File: src/logic/mds_params.svh
/*
  Constants for the multisite designator status block: field positions
  within the special designator, selector codes and
  status codes.
  Assumes it is included by bare name from the package and the modules.
*/
`ifndef MDS_PARAMS_SVH
`define MDS_PARAMS_SVH

`define MDS_SEL_MULTISITE   3'h1
`define MDS_SEL_SUBCODE     3'h7

// Special designator bit 17 is word bit 15, bit 32 is word bit 0.
`define MDS_SD_SITE_HI      15
`define MDS_SD_SITE_LO      12
`define MDS_SD_MSGB_HI      11
`define MDS_SD_MSGB_LO      10
`define MDS_SD_LONG_HI      9
`define MDS_SD_LONG_LO      7
`define MDS_SD_SUB_HI       11
`define MDS_SD_SUB_LO       8
`define MDS_SD_LOCKOUT      6
`define MDS_SD_STATUS_HI    5
`define MDS_SD_STATUS_LO    4
`define MDS_SD_TAG_HI       3
`define MDS_SD_TAG_LO       0

`define MDS_RT_NONE         2'h0
`define MDS_RT_SHORT        2'h1
`define MDS_RT_UP_LONG      2'h2
`define MDS_RT_DN_LONG      2'h3

`define MDS_SITE_ZERO       4'h0
`define MDS_SUB_ZERO        4'h0
`define MDS_LONG_ZERO       3'h0
`define MDS_MSGB_ZERO       2'h0
`define MDS_WORD_ZERO       6'h00

`define MDS_FMT_SURV_ALT    5'h04
`define MDS_FMT_SURV_ID     5'h05
`define MDS_FMT_COMM_ALT    5'h14
`define MDS_FMT_COMM_ID     5'h15

`endif

File: src/logic/mds_pkg.sv
/*
  Types of the multisite designator status block.
  Assumes mds_params.svh is on the include path.
*/
`include "mds_params.svh"

package mds_pkg;

  // Decoded special designator fields.
  typedef struct packed {
    logic       valid;
    logic [3:0] site_ident;
    logic [1:0] multisite_msgb_ctl;
    logic [2:0] multisite_long_msg_ctl;
    logic       multisite_lockout;
    logic [1:0] resv_status_request;
    logic [3:0] reply_source_sub;
    logic [3:0] link_tag;
  } mds_decode_t;

  // One reservation: active flag and owning site.
  typedef struct packed {
    logic       active;
    logic [3:0] owner;
  } mds_resv_t;

  // Utility word: site in its upper bits, type in its lower bits.
  typedef struct packed {
    logic [3:0] site_ident;
    logic [1:0] resv_type;
  } mds_utility_word_t;

endpackage

File: src/logic/mds_decode.sv
/*
  Splits a special designator into its subfields for selector codes 1 and 7.
  Assumes the selector and designator are held stable by the caller.
*/
`timescale 1ns/100ps
`default_nettype none
`include "mds_params.svh"

module mds_decode (
  input  wire logic [2:0]          designator_selector,
  input  wire logic [15:0]         special_designator,
  output wire mds_pkg::mds_decode_t fields
);
  import mds_pkg::*;

  wire logic sel_multi;
  wire logic sel_sub;

  assign sel_multi = designator_selector == `MDS_SEL_MULTISITE;
  assign sel_sub   = designator_selector == `MDS_SEL_SUBCODE;

  assign fields.valid = sel_multi | sel_sub;
  assign fields.site_ident = fields.valid ?
    special_designator[`MDS_SD_SITE_HI:`MDS_SD_SITE_LO] : `MDS_SITE_ZERO;
  assign fields.multisite_msgb_ctl = sel_multi ?
    special_designator[`MDS_SD_MSGB_HI:`MDS_SD_MSGB_LO] : `MDS_MSGB_ZERO;
  assign fields.multisite_long_msg_ctl = sel_multi ?
    special_designator[`MDS_SD_LONG_HI:`MDS_SD_LONG_LO] : `MDS_LONG_ZERO;
  assign fields.resv_status_request = sel_multi ?
    special_designator[`MDS_SD_STATUS_HI:`MDS_SD_STATUS_LO] : `MDS_RT_NONE;
  assign fields.reply_source_sub = sel_sub ?
    special_designator[`MDS_SD_SUB_HI:`MDS_SD_SUB_LO] : `MDS_SUB_ZERO;
  assign fields.multisite_lockout = fields.valid &
    special_designator[`MDS_SD_LOCKOUT];
  assign fields.link_tag = fields.valid ?
    special_designator[`MDS_SD_TAG_HI:`MDS_SD_TAG_LO] : `MDS_SITE_ZERO;

endmodule
`default_nettype wire

File: src/logic/mds_status.sv
/*
  Multisite designator status: decodes an uplink special designator on
  each accepted interrogation and builds the six-bit utility word of the
  reply, latched when reply assembly begins.
  Assumes interrogations arrive as single-cycle strobes synchronous to clk,
  and that reservation state comes from external reservation machines.
*/
// Behaviour
// - Selector 1: site, short ctl, long ctl, lockout, status request, tag.
// - Selector 7: site, source subcode, lockout, tag; ignore bits 25, 27-28.
// - Six-bit utility word goes into replies of formats 4, 5, 20, 21.
// - Utility word upper four bits carry the reserving site identity.
// - Lower two bits: 0 none, 1 short, 2 uplink long, 3 downlink long.
// - Selector 1 with nonzero status request picks the reported reservation.
// - Otherwise report short reservation if active, else downlink long.
// - No request and no short or downlink long reservation gives zero.
// - Status codes: 0 none, 1 short, 2 uplink long, 3 downlink long.
// - Lockout bit 1 starts lockout for the site; 0 leaves it unchanged.
`timescale 1ns/100ps
`default_nettype none
`include "mds_params.svh"

module mds_status (
  input  wire logic                clk,
  input  wire logic                reset,
  input  wire logic                clk_en,
  input  wire logic                interrogation_valid,
  input  wire logic [4:0]          uplink_format_code,
  input  wire logic [2:0]          designator_selector,
  input  wire logic [15:0]         special_designator,
  input  wire mds_pkg::mds_resv_t  short_resv,
  input  wire mds_pkg::mds_resv_t  up_long_resv,
  input  wire mds_pkg::mds_resv_t  dn_long_resv,
  input  wire logic                reply_start,
  input  wire logic [4:0]          reply_format,
  output mds_pkg::mds_utility_word_t utility_word,
  output logic                     utility_word_valid,
  output logic                     lockout_start,
  output logic [3:0]               lockout_site,
  output logic [3:0]               reply_source_sub,
  output logic [3:0]               link_tag,
  output logic                     link_tag_valid
);
  import mds_pkg::*;

  mds_decode_t       dec;
  mds_decode_t       fields_q;
  mds_decode_t       fields_d;
  mds_utility_word_t word_d;
  mds_utility_word_t word_q;
  logic              word_valid_q;
  logic              lock_q;
  logic [3:0]        lock_site_q;
  logic [3:0]        sub_q;
  logic [3:0]        tag_q;
  logic              tag_valid_q;

  wire logic         surv_fmt;
  wire logic         reply_fmt_ok;
  wire logic         take;
  wire logic         latch;

  function automatic logic fmt_carries_word(input logic [4:0] f);
    fmt_carries_word = (f == `MDS_FMT_SURV_ALT) | (f == `MDS_FMT_SURV_ID) |
                       (f == `MDS_FMT_COMM_ALT) | (f == `MDS_FMT_COMM_ID);
  endfunction

  function automatic mds_utility_word_t pack_word(input mds_resv_t r,
                                                  input logic [1:0] t);
    pack_word.site_ident = r.active ? r.owner : `MDS_SITE_ZERO;
    pack_word.resv_type  = r.active ? t : `MDS_RT_NONE;
  endfunction

  mds_decode u_decode (
    .designator_selector (designator_selector),
    .special_designator  (special_designator),
    .fields              (dec)
  );

  assign surv_fmt     = fmt_carries_word(uplink_format_code);
  assign reply_fmt_ok = fmt_carries_word(reply_format);
  assign take  = clk_en & interrogation_valid & surv_fmt;
  assign latch = clk_en & reply_start & reply_fmt_ok;
  assign fields_d = take ? dec : fields_q;

  // Requested status first, then short, then downlink long, else zero.
  always_comb begin
    word_d = {`MDS_SITE_ZERO, `MDS_RT_NONE};
    if (fields_q.valid &&
        fields_q.resv_status_request != `MDS_RT_NONE) begin
      unique case (fields_q.resv_status_request)
        `MDS_RT_SHORT:   word_d = pack_word(short_resv, `MDS_RT_SHORT);
        `MDS_RT_UP_LONG: word_d = pack_word(up_long_resv, `MDS_RT_UP_LONG);
        `MDS_RT_DN_LONG: word_d = pack_word(dn_long_resv, `MDS_RT_DN_LONG);
        default:         word_d = {`MDS_SITE_ZERO, `MDS_RT_NONE};
      endcase
    end else if (short_resv.active) begin
      word_d = pack_word(short_resv, `MDS_RT_SHORT);
    end else if (dn_long_resv.active) begin
      word_d = pack_word(dn_long_resv, `MDS_RT_DN_LONG);
    end
  end

  always_ff @(posedge clk or posedge reset) begin
    if (reset) begin
      fields_q <= '0;
    end else begin
      fields_q <= fields_d;
    end
  end

  always_ff @(posedge clk or posedge reset) begin
    if (reset) begin
      word_q       <= {`MDS_SITE_ZERO, `MDS_RT_NONE};
      word_valid_q <= 1'b0;
    end else if (clk_en) begin
      word_valid_q <= latch;
      if (latch) begin
        word_q <= word_d;
      end
    end
  end

  always_ff @(posedge clk or posedge reset) begin
    if (reset) begin
      lock_q      <= 1'b0;
      lock_site_q <= `MDS_SITE_ZERO;
      sub_q       <= `MDS_SUB_ZERO;
      tag_q       <= `MDS_SITE_ZERO;
      tag_valid_q <= 1'b0;
    end else if (clk_en) begin
      lock_q      <= take & dec.multisite_lockout;
      tag_valid_q <= take & dec.valid;
      if (take & dec.multisite_lockout) begin
        lock_site_q <= dec.site_ident;
      end
      if (take & dec.valid) begin
        sub_q <= dec.reply_source_sub;
        tag_q <= dec.link_tag;
      end
    end
  end

  assign utility_word       = word_q;
  assign utility_word_valid = word_valid_q;
  assign lockout_start      = lock_q;
  assign lockout_site       = lock_site_q;
  assign reply_source_sub   = sub_q;
  assign link_tag           = tag_q;
  assign link_tag_valid     = tag_valid_q;

endmodule
`default_nettype wire

File: config.mk
export PLATFORM = sky130hd
export DESIGN_NAME = mds_status
export DESIGN_NICKNAME = d
export VERILOG_FILES = /design/src/logic/mds_pkg.sv /design/src/logic/mds_decode.sv /design/src/logic/mds_status.sv
export VERILOG_INCLUDE_DIRS = /design/src /design/src/logic
export SDC_FILE = /design/constraint.sdc
export NUM_CORES = 1
export LEC_CHECK = 0
export BUFFER_PORTS_ARGS = -buffer_cell sky130_fd_sc_hd__buf_2
export CAP_MARGIN = 25
export CORE_ASPECT_RATIO = 0.9
export CORE_MARGIN = 1
export CORE_UTILIZATION = 39
export DETAILED_ROUTE_END_ITERATION = 8
export GPL_TIMING_DRIVEN = 0
export MAX_ROUTING_LAYER = met4
export PLACE_DENSITY = 0.71
export RECOVER_POWER = 50
export SETUP_SLACK_MARGIN = 0.3
export SLEW_MARGIN = 10
export SYNTH_ARGS = -nofsm -noshare
export SYNTH_HDL_FRONTEND = slang
export SYNTH_SLANG_ARGS = --single-unit
File: constraint.sdc
create_clock -name clk -period 1.4 [get_ports clk]
set_input_delay 0.28 -clock clk [delete_from_list [all_inputs] [get_ports clk]]
set_output_delay 0.28 -clock clk [all_outputs]
set_load 0.02 [all_outputs]
==> Word-level counts from Yosys, hierarchy flattened <==
Index checks and enable logic that the tools add are counted.
{ "totals": {"regBits": 24} }
{ "op_classes": {"eq_ne": 13, "muxes": 14, "bitwise": 14, "n_reduce_logical": 5} }
{ "op_table": {"columns": ["operator", "n"], "rows": [
  ["two-way mux 4 bit", 6],
  ["equality test 5 x 3 -> 1 bit, second input constant", 4],
  ["equality test 5 bit, second input constant", 4],
  ["two-way mux 6 bit", 3],
  ["one-hot mux 6 bit (3 select lines)", 1],
  ["bitwise AND 1 bit", 7],
  ["OR 1 bit", 7],
  ["two-way mux 2 bit", 3],
  ["AND reduction 2 bit", 3],
  ["equality test 2 bit, second input constant", 2],
  ["equality test 3 x 1 -> 1 bit, second input constant", 1],
  ["equality test 3 bit, second input constant", 1],
  ["equality test 2 x 1 -> 1 bit, second input constant", 1],
  ["nonzero test 2 bit", 1],
  ["logical AND 1 bit", 1],
  ["two-way mux 1 bit", 1]
]} }

==> Longest topological paths before layout <==
Gate-level depths: netlist of run 1.
{ "logic_depth": {"ltp_word": 7, "depth_mapped": 6, "depth_no_buf": 4} }

==> Cells and area by module <==
A second synthesis of run 1 with hierarchy kept.
{ "unflattened": {"hier_cells": 131, "hier_area_um2": 1403.8} }
{ "by_module_without_submodules": {"columns": ["mod", "instances", "cells_each", "area_each_um2"], "rows": [
  ["mds_status", 1, 106, 1229.9],
  ["mds_decode", 1, 25, 173.9]
]} }

==> Worst setup path after synthesis of run 1 <==
OpenSTA, ideal clock, no wires.
{ "synth_path": {"path_type": "input-to-reg", "from": "input port designator_selector[1]", "to": "register lock_site_q[0], in the netlist lockout_site[0]", "setup_ns": 0.125, "t_arrival_ns": 1.413, "required_time_ns": 1.275, "setup_slack_ns": -0.139, "path_stages": 6, "n_path_buf": 2, "cell_sequence": "buf_4 xnor2_2 nand4_4 or2_1 buf_6 mux2_4"} }
{ "synth_via": {"elab_chain_cells": 5} }
{ "synth_lines": {"columns": ["element", "line_no", "text"], "rows": [
  ["start, declared", "mds_status.sv:29", "input wire logic [2:0] designator_selector,"],
  ["equality test 3 x 1 -> 1 bit (no line) / equality test 3 bit (equally long branches)", null, null],
  ["OR 1 bit *", "mds_decode.sv:22", "assign fields.valid = sel_multi | sel_sub;"],
  ["bitwise AND 1 bit", "mds_decode.sv:33", "assign fields.multisite_lockout = fields.valid &"],
  ["bitwise AND 1 bit", "mds_status.sv:134", "if (take & dec.multisite_lockout) begin"],
  ["AND reduction 2 bit (no line)", null, null],
  ["end signal, assigned", "mds_status.sv:127", "lock_site_q <= `MDS_SITE_ZERO;"],
  ["end signal, assigned", "mds_status.sv:135", "lock_site_q <= dec.site_ident;"],
  ["end, declared", "mds_status.sv:53", "logic [3:0] lock_site_q;"]
]} }
Mark *: on every way between the ends. The rest lies on a longest branch, timed or not.
A chain may end at the register's enable or synchronous reset.

==> Final worst setup path of run 1 <==
{ "layout_path": {"from": "register fields_q[8] (netlist name)", "to": "register word_q (netlist bit utility_word[5])"} }
{ "layout_via": {"elab_chain_cells": 3} }
{ "layout_lines": {"columns": ["element", "line_no", "text"], "rows": [
  ["start, declared", "mds_status.sv:47", "mds_decode_t fields_q;"],
  ["start signal, assigned", "mds_status.sv:108", "fields_q <= fields_d;"],
  ["equality test 2 bit, or another cell as far along", "mds_status.sv:91", "unique case (fields_q.resv_status_request)"],
  ["one-hot mux 6 bit (3 select lines) / logical AND 1 bit (equally long branches)", null, null],
  ["two-way mux 6 bit *", "mds_status.sv:89", "if (fields_q.valid &&"],
  ["end signal, assigned", "mds_status.sv:114", "word_q <= {`MDS_SITE_ZERO, `MDS_RT_NONE};"],
  ["end signal, assigned", "mds_status.sv:119", "word_q <= word_d;"],
  ["end, declared", "mds_status.sv:50", "mds_utility_word_t word_q;"]
]} }
Marks and branches as above.

==> results of run 1 <==
critical path: stages (launching register included):
cell      delay [ps]
dfrtp_1          420
clkbuf_8         150
o21a_4           240
a221oi_4         200
nor2_1            60
a22o_1           190
routing by layer:
layer  routed length, um  track usage  vias up  part of all wire
li1                    -            -      618                 -
met1                1600        0.260      636              0.41
met2                2020        0.381       45              0.52
met3                 149       0.0326        8             0.039
met4                  97       0.0635        0             0.025
met5                   0            -        -                 0
final timing paths:
path	startpoint	endpoint	cells past startpoint
min in group clk	special_designator[2]	link_tag[2]$_DFFE_PP0P_	2
max in group asynchronous	reset	fields_q[20]$_DFFE_PP0N_	2
min reg2reg	utility_word_valid$_DFFE_PP0P_	utility_word_valid$_DFFE_PP0P_	2
min	reset	utility_word_valid$_DFFE_PP0P_	2
max reg2reg	fields_q[8]$_DFFE_PP0N_	utility_word[5]$_DFFE_PP0P_	5
max	fields_q[8]$_DFFE_PP0N_	utility_word[5]$_DFFE_PP0P_	5
metrics by stage:
step | TNS, ps | cell area (sq um) | utilization | setup WS, ps | instances
after floorplan | -434 | 1290 | - | -108 | 115
after global placement | -1110 | 1660 | 0.544 | -270 | 219
after detailed placement | -1220 | 1660 | 0.544 | -294 | 219
after CTS | 0 | 2020 | 0.664 | 69.0 | 242
after global routing | -0.824 | 2120 | 0.696 | -0.824 | 247
final | 0 | 2120 | 0.696 | 54.7 | 247
cells in the mapped netlist, types with 2 or more instances:
library cell / n
a221oi_1: 7
mux2_4: 4
nor2_1: 6
inv_1: 8
dfrtp_1: 24
a22o_1: 12
o21ai_1: 10
a21boi_0: 4
mux2_1: 4
nand2_1: 8
clkbuf_1: 4
nor2b_1: 2
nand3_1: 3
sequential cells by signal (all words and copies together), names as in the netlist:
| register | flops |
|---|---|
| utility_word_valid | 1 |
| link_tag | 4 |
| link_tag_valid | 1 |
| utility_word | 6 |
| reply_source_sub | 4 |
| lockout_site | 4 |
| lockout_start | 1 |
| fields_q | 3 |
layout make-up:
type / instances / area [sq um]
Fill cell: 246 / 925
Multi-Input combinational cell: 77 / 681
Timing Repair Buffer: 86 / 641
Sequential cell: 24 / 602
Buffer: 6 / 60.1
Tap cell: 42 / 52.6
Clock inverter: 1 / 30.0
Inverter: 8 / 30.0
Clock buffer: 3 / 22.5
where the power goes:
part	switching, mW	total (mW)	leakage, nW	internal (mW)
sequential	0.0640	0.835	0.301	0.771
combinational	0.289	0.660	0.707	0.371
clock	0.218	0.508	0.0279	0.289
total	0.571	2.00	1.04	1.43
layout by cell type, fill, tap and decap left out, drive strengths merged, types with 2 or more instances in the layout:
master	instances
a21boi	4
a221oi	7
a22o	12
buf	87
clkbuf	8
dfrtp	24
inv	8
mux2	9
nand2	8
nand3	3
nand4	2
nor2	6
nor2b	2
o21ai	11
repair_timing:
| item | 4_1_cts | 5_1_grt |
|---|---|---|
| pin swaps | 5 | 7 |
| setup buffers | 19 | 5 |
| resized for setup | 49 | 17 |
| endpoints found under the setup margin | 31 | 35 |
logic make-up after synthesis:
family	Yosys count
compound gates	42
xor+xnor	1
buf+inv	14
flops	24
mux	9
simple gates	25
==> impl_metrics.json, run 1 <==
{
  "status": "finished, final reports clean",
  "htreeDepth": 1,
  "layout.nets": 255,
  "final.min_clock_period_ps": 1350,
  "largest_cells_by_area_after_synthesis": "dfrtp_1, a22o_1, a221oi_1",
  "grt.total_usage": 0.221,
  "timing_worst_setup_path_type": "reg2reg",
  "setup.worst_path.end_class": "flip-flop",
  "syn_nets": 164,
  "worst_setup_path_start_kind": "flip-flop",
  "wl_per_cell_um": 15.7,
  "routed-via-count": 1307,
  "critical_path.max_fanout": 4,
  "synth-simple-area-share": 0.113,
  "clock_tree_from_tritoncts": "built",
  "syn_area_sq_um": 1250,
  "cts.root.buffer_cell": "clkbuf_4",
  "die_w_um": 61.6,
  "worstHoldPathType": "in2async",
  "drt_first_iter_violations": 39,
  "dominantRegCellSynth": "dfrtp_1",
  "post_drt_via_cell_ratio": 5.29,
  "seq_area_frac_synth": 0.481,
  "post-route-period-util": 0.961,
  "slew-limit-headroom": 0.385,
  "netlist.area_leader.share": 0.481,
  "power.ir.vdd_worst_mv": 0.494,
  "antenna_found_initial": 0,
  "setup-violations-final": 0,
  "avgSynthCellArea_sq_um": 10.9,
  "dp.final_hpwl_um": 2320,
  "syn-instance-count": 115,
  "grt_start_max_net_pins": 25,
  "asyncSetResetFlopFracSynth": 1.00,
  "post_synth_xor_area_fraction": 0.0130,
  "final_report_max_slew_violation_count": 0,
  "synthMuxAreaShare": 0.0932,
  "drt-total-wl_um": 3870,
  "fin_worst_skew_ps": 5.13,
  "cts_made_buffers": 3,
  "yosys_warnings": 0,
  "worst_skew_pair.late_latency_ps": 320,
  "worst_hold_slack_ps": 138,
  "placeable_core_region_sq_um": 3040,
  "grt_pass1_vias": 1279,
  "clk_pin_slew_worst_paths_ps": 140,
  "remaining_drc_errors": 0,
  "post_route_cells_drive_above_1_share": 0.561,
  "report.final.hold_viol_count": 0,
  "grt_overflow": 0,
  "grt_first_pass_wirelength_um": 5570,
  "report.power.total_mw": 2.00,
  "antenna_diodes": 0,
  "synth-compound-area-share": 0.248,
  "fp.dieH_um": 55.7,
  "flops_latches_synth": 24,
  "power-per-cell-area_nw_per_um2": 946,
  "design.portCount": 70,
  "synth_top_family_by_area": "compound AO/OA/AOI/OAI gates",
  "placement.io_buffers": 62,
  "cts-hold-fix-buffers": 0,
  "detailedRoute.firstPassIterationCount": 6,
  "number_of_enable_type_register_cells_in_the_synthesized_netlist": 0,
  "regToRegSetupSlack_ps": 50,
  "row_count": 19,
  "yosysTopAreaCell": "dfrtp_1",
  "cp_data_required_time_ps": 1620,
  "grt_setup_unrepaired": "yes",
  "floorplan.initialDensity": 0.410,
  "max_cap_violations": 0,
  "dieArea_sq_um": 3430,
  "gp_congestion": 0.892,
  "syn2layout_area_growth_pct": 69.6,
  "fmax_mhz": 743,
  "max-clock-path-buffers": 2,
  "ant_nets": 0,
  "cts_sinks": 24,
  "cellLeakagePower_nw": 1.04,
  "worst_ep_arrival_time_ps": 1560,
  "synth.lib_cells_used.distinct": 32,
  "worst_pin_slew_ps": 922,
  "synthAdderAreaFrac": 0
}
No activity file was read; power rests on OpenSTA's default activity.
==> run 2: changes to the inputs <==
Settings changed: PLACE_DENSITY 0.71 to 0.74.
==> impl_metrics.json, run 2 (synthesized netlist as in run 1, its figures left out) <==
{
  "report.final.hold_viol_count": 0,
  "critical_path.max_fanout": 5,
  "cp_data_required_time_ps": 1620,
  "drt-total-wl_um": 3560,
  "largest_reg_flops": 6,
  "cts-hold-fix-buffers": 0,
  "design.portCount": 70,
  "cts.root.buffer_cell": "clkbuf_4",
  "timing_worst_setup_path_type": "in2reg",
  "critical_path.max_stage_delay_ps": 340,
  "grt_overflow": 0,
  "placement.io_buffers": 62,
  "report.power.total_mw": 2.02,
  "dieArea_sq_um": 3430,
  "final.min_clock_period_ps": 1370,
  "worstHoldPathType": "in2async",
  "grt_most_used_layer": "met2",
  "regToRegStartpoint": "fields_q[9]$_DFFE_PP0N_",
  "floorplan.initialDensity": 0.410,
  "setup-violations-final": 0,
  "worst_setup_path_start_kind": "input pin",
  "grt_start_max_net_pins": 25,
  "fp.dieH_um": 55.7,
  "post_drt_via_cell_ratio": 5.23,
  "cts_sinks": 24,
  "post-route-period-util": 0.978,
  "worst_pin_slew_ps": 888,
  "series_of_cell_instances_along_the_critical_path": "clkdlybuf4s25_1 -> and4bb_1 -> nand4_4 -> or2_0 -> buf_6 -> mux2_4",
  "regToRegSetupSlack_ps": 90,
  "layout.cells.most_common_list": "buf_2, buf_6, buf_4",
  "timing.rr.end": "utility_word[4]$_DFFE_PP0P_",
  "power.ir.vdd_worst_mv": 0.628,
  "worst_ep_arrival_time_ps": 1590,
  "worstPathBufferInverterCount": 2,
  "antenna_diodes": 0,
  "place_ws_ps": -297,
  "grt_setup_unrepaired": "yes",
  "setup.worst_path.end_class": "flip-flop",
  "dp.final_hpwl_um": 2270,
  "slew-limit-headroom": 0.407,
  "wl_per_cell_um": 14.1,
  "placeable_core_region_sq_um": 3040,
  "htreeDepth": 1,
  "final_common_cell": "buf_2",
  "remaining_drc_errors": 0,
  "gr-usage-met3": 0.0302,
  "cts_made_buffers": 3,
  "grt_util_met1": 0.258,
  "setup_ws_ps": 30.9,
  "max_cap_violations": 0,
  "global_route.usage.met2": 0.367,
  "die_w_um": 61.6,
  "max-clock-path-buffers": 2,
  "path_delay_family": "simple AND/OR/NAND/NOR gates",
  "gp_congestion": 0.913,
  "detailedRoute.firstPassIterationCount": 4,
  "syn2layout_area_growth_pct": 72.8,
  "ant_nets": 0,
  "post_layout_nonfiller_instances": 253,
  "antenna_found_initial": 0,
  "layout.nets": 261,
  "grt.total_usage": 0.215,
  "grt_first_pass_wirelength_um": 5390,
  "place.detailed.instances": 219,
  "post_route_cells_drive_above_1_share": 0.583,
  "fmax_mhz": 730,
  "worst_skew_pair.late_latency_ps": 320,
  "worstRegToRegCells": 5,
  "routed-via-count": 1323,
  "clk_pin_slew_worst_paths_ps": 140,
  "status": "finished, final reports clean",
  "grt_pass1_vias": 1260,
  "fin_worst_skew_ps": 5.85,
  "final_report_max_slew_violation_count": 0,
  "slowest_stage": "and4bb_1",
  "drt_first_iter_violations": 22,
  "row_count": 19,
  "clock_tree_from_tritoncts": "built",
  "power-per-cell-area_nw_per_um2": 935,
  "cellLeakagePower_nw": 1.08
}
[run 2: worst reg2reg max path: cells and delay by family (launching register included)]
kind                   cells  cell delay [ps]
and+or+nand+nor            1               70
DFF                        1              430
buffers and inverters      1              160
AOI/OAI and AO/OA          3              570
[run 2: timing repair]
action,CTS,global route
buffers inserted,19,11
setup endpoints to repair,31,36
resized for setup,49,20
gates cloned,0,0
pin swaps,6,6
[run 2: power by group]
group | switching (mW) | internal [mW]
sequential | 0.0647 | 0.770
clock | 0.212 | 0.289
combinational | 0.284 | 0.397
[run 2: cell type report]
type	instances	area, sq um
Clock buffer	3	22.5
Multi-Input combinational cell	77	676
Clock inverter	1	30.0
Buffer	6	58.8
Inverter	8	30.0
Timing Repair Buffer	92	688
Sequential cell	24	601
Tap cell	42	52.6
Fill cell	248	885
[run 2: how the worst max path moves through the flow]
stage | start | to | slack [ps] | cells past startpoint
after global routing | fields_q[8]$_DFFE_PP0N_ | utility_word[4]$_DFFE_PP0P_ | -10 | 5
after global placement | uplink_format_code[1] | lockout_site[0]$_DFFE_PP0P_ | -280 | 6
after CTS | fields_q[9]$_DFFE_PP0N_ | utility_word[4]$_DFFE_PP0P_ | 90 | 5
final | uplink_format_code[3] | lockout_site[1]$_DFFE_PP0P_ | 30 | 6
after floorplan | uplink_format_code[1] | lockout_site[0]$_DFFE_PP0P_ | -110 | 5
after detailed placement | uplink_format_code[1] | lockout_site[0]$_DFFE_PP0P_ | -300 | 6
[run 2: layer usage]
metal,up-vias,wire [um],share of wire
met4,0,25,0.0070
met1,635,1510,0.42
met2,57,1830,0.52
met3,4,189,0.053
li1,627,-,-
met5,-,0,0
[run 2: stage by stage]
step | hold WS (ps) | utilization | TNS, ps | instance area, sq um
after floorplan | 295 | - | -434 | 1290
after global placement | 472 | 0.544 | -1120 | 1660
after detailed placement | 477 | 0.544 | -1270 | 1660
after CTS | 152 | 0.664 | 0 | 2020
after global routing | 160 | 0.709 | -10.6 | 2160
final | 122 | 0.709 | 0 | 2160
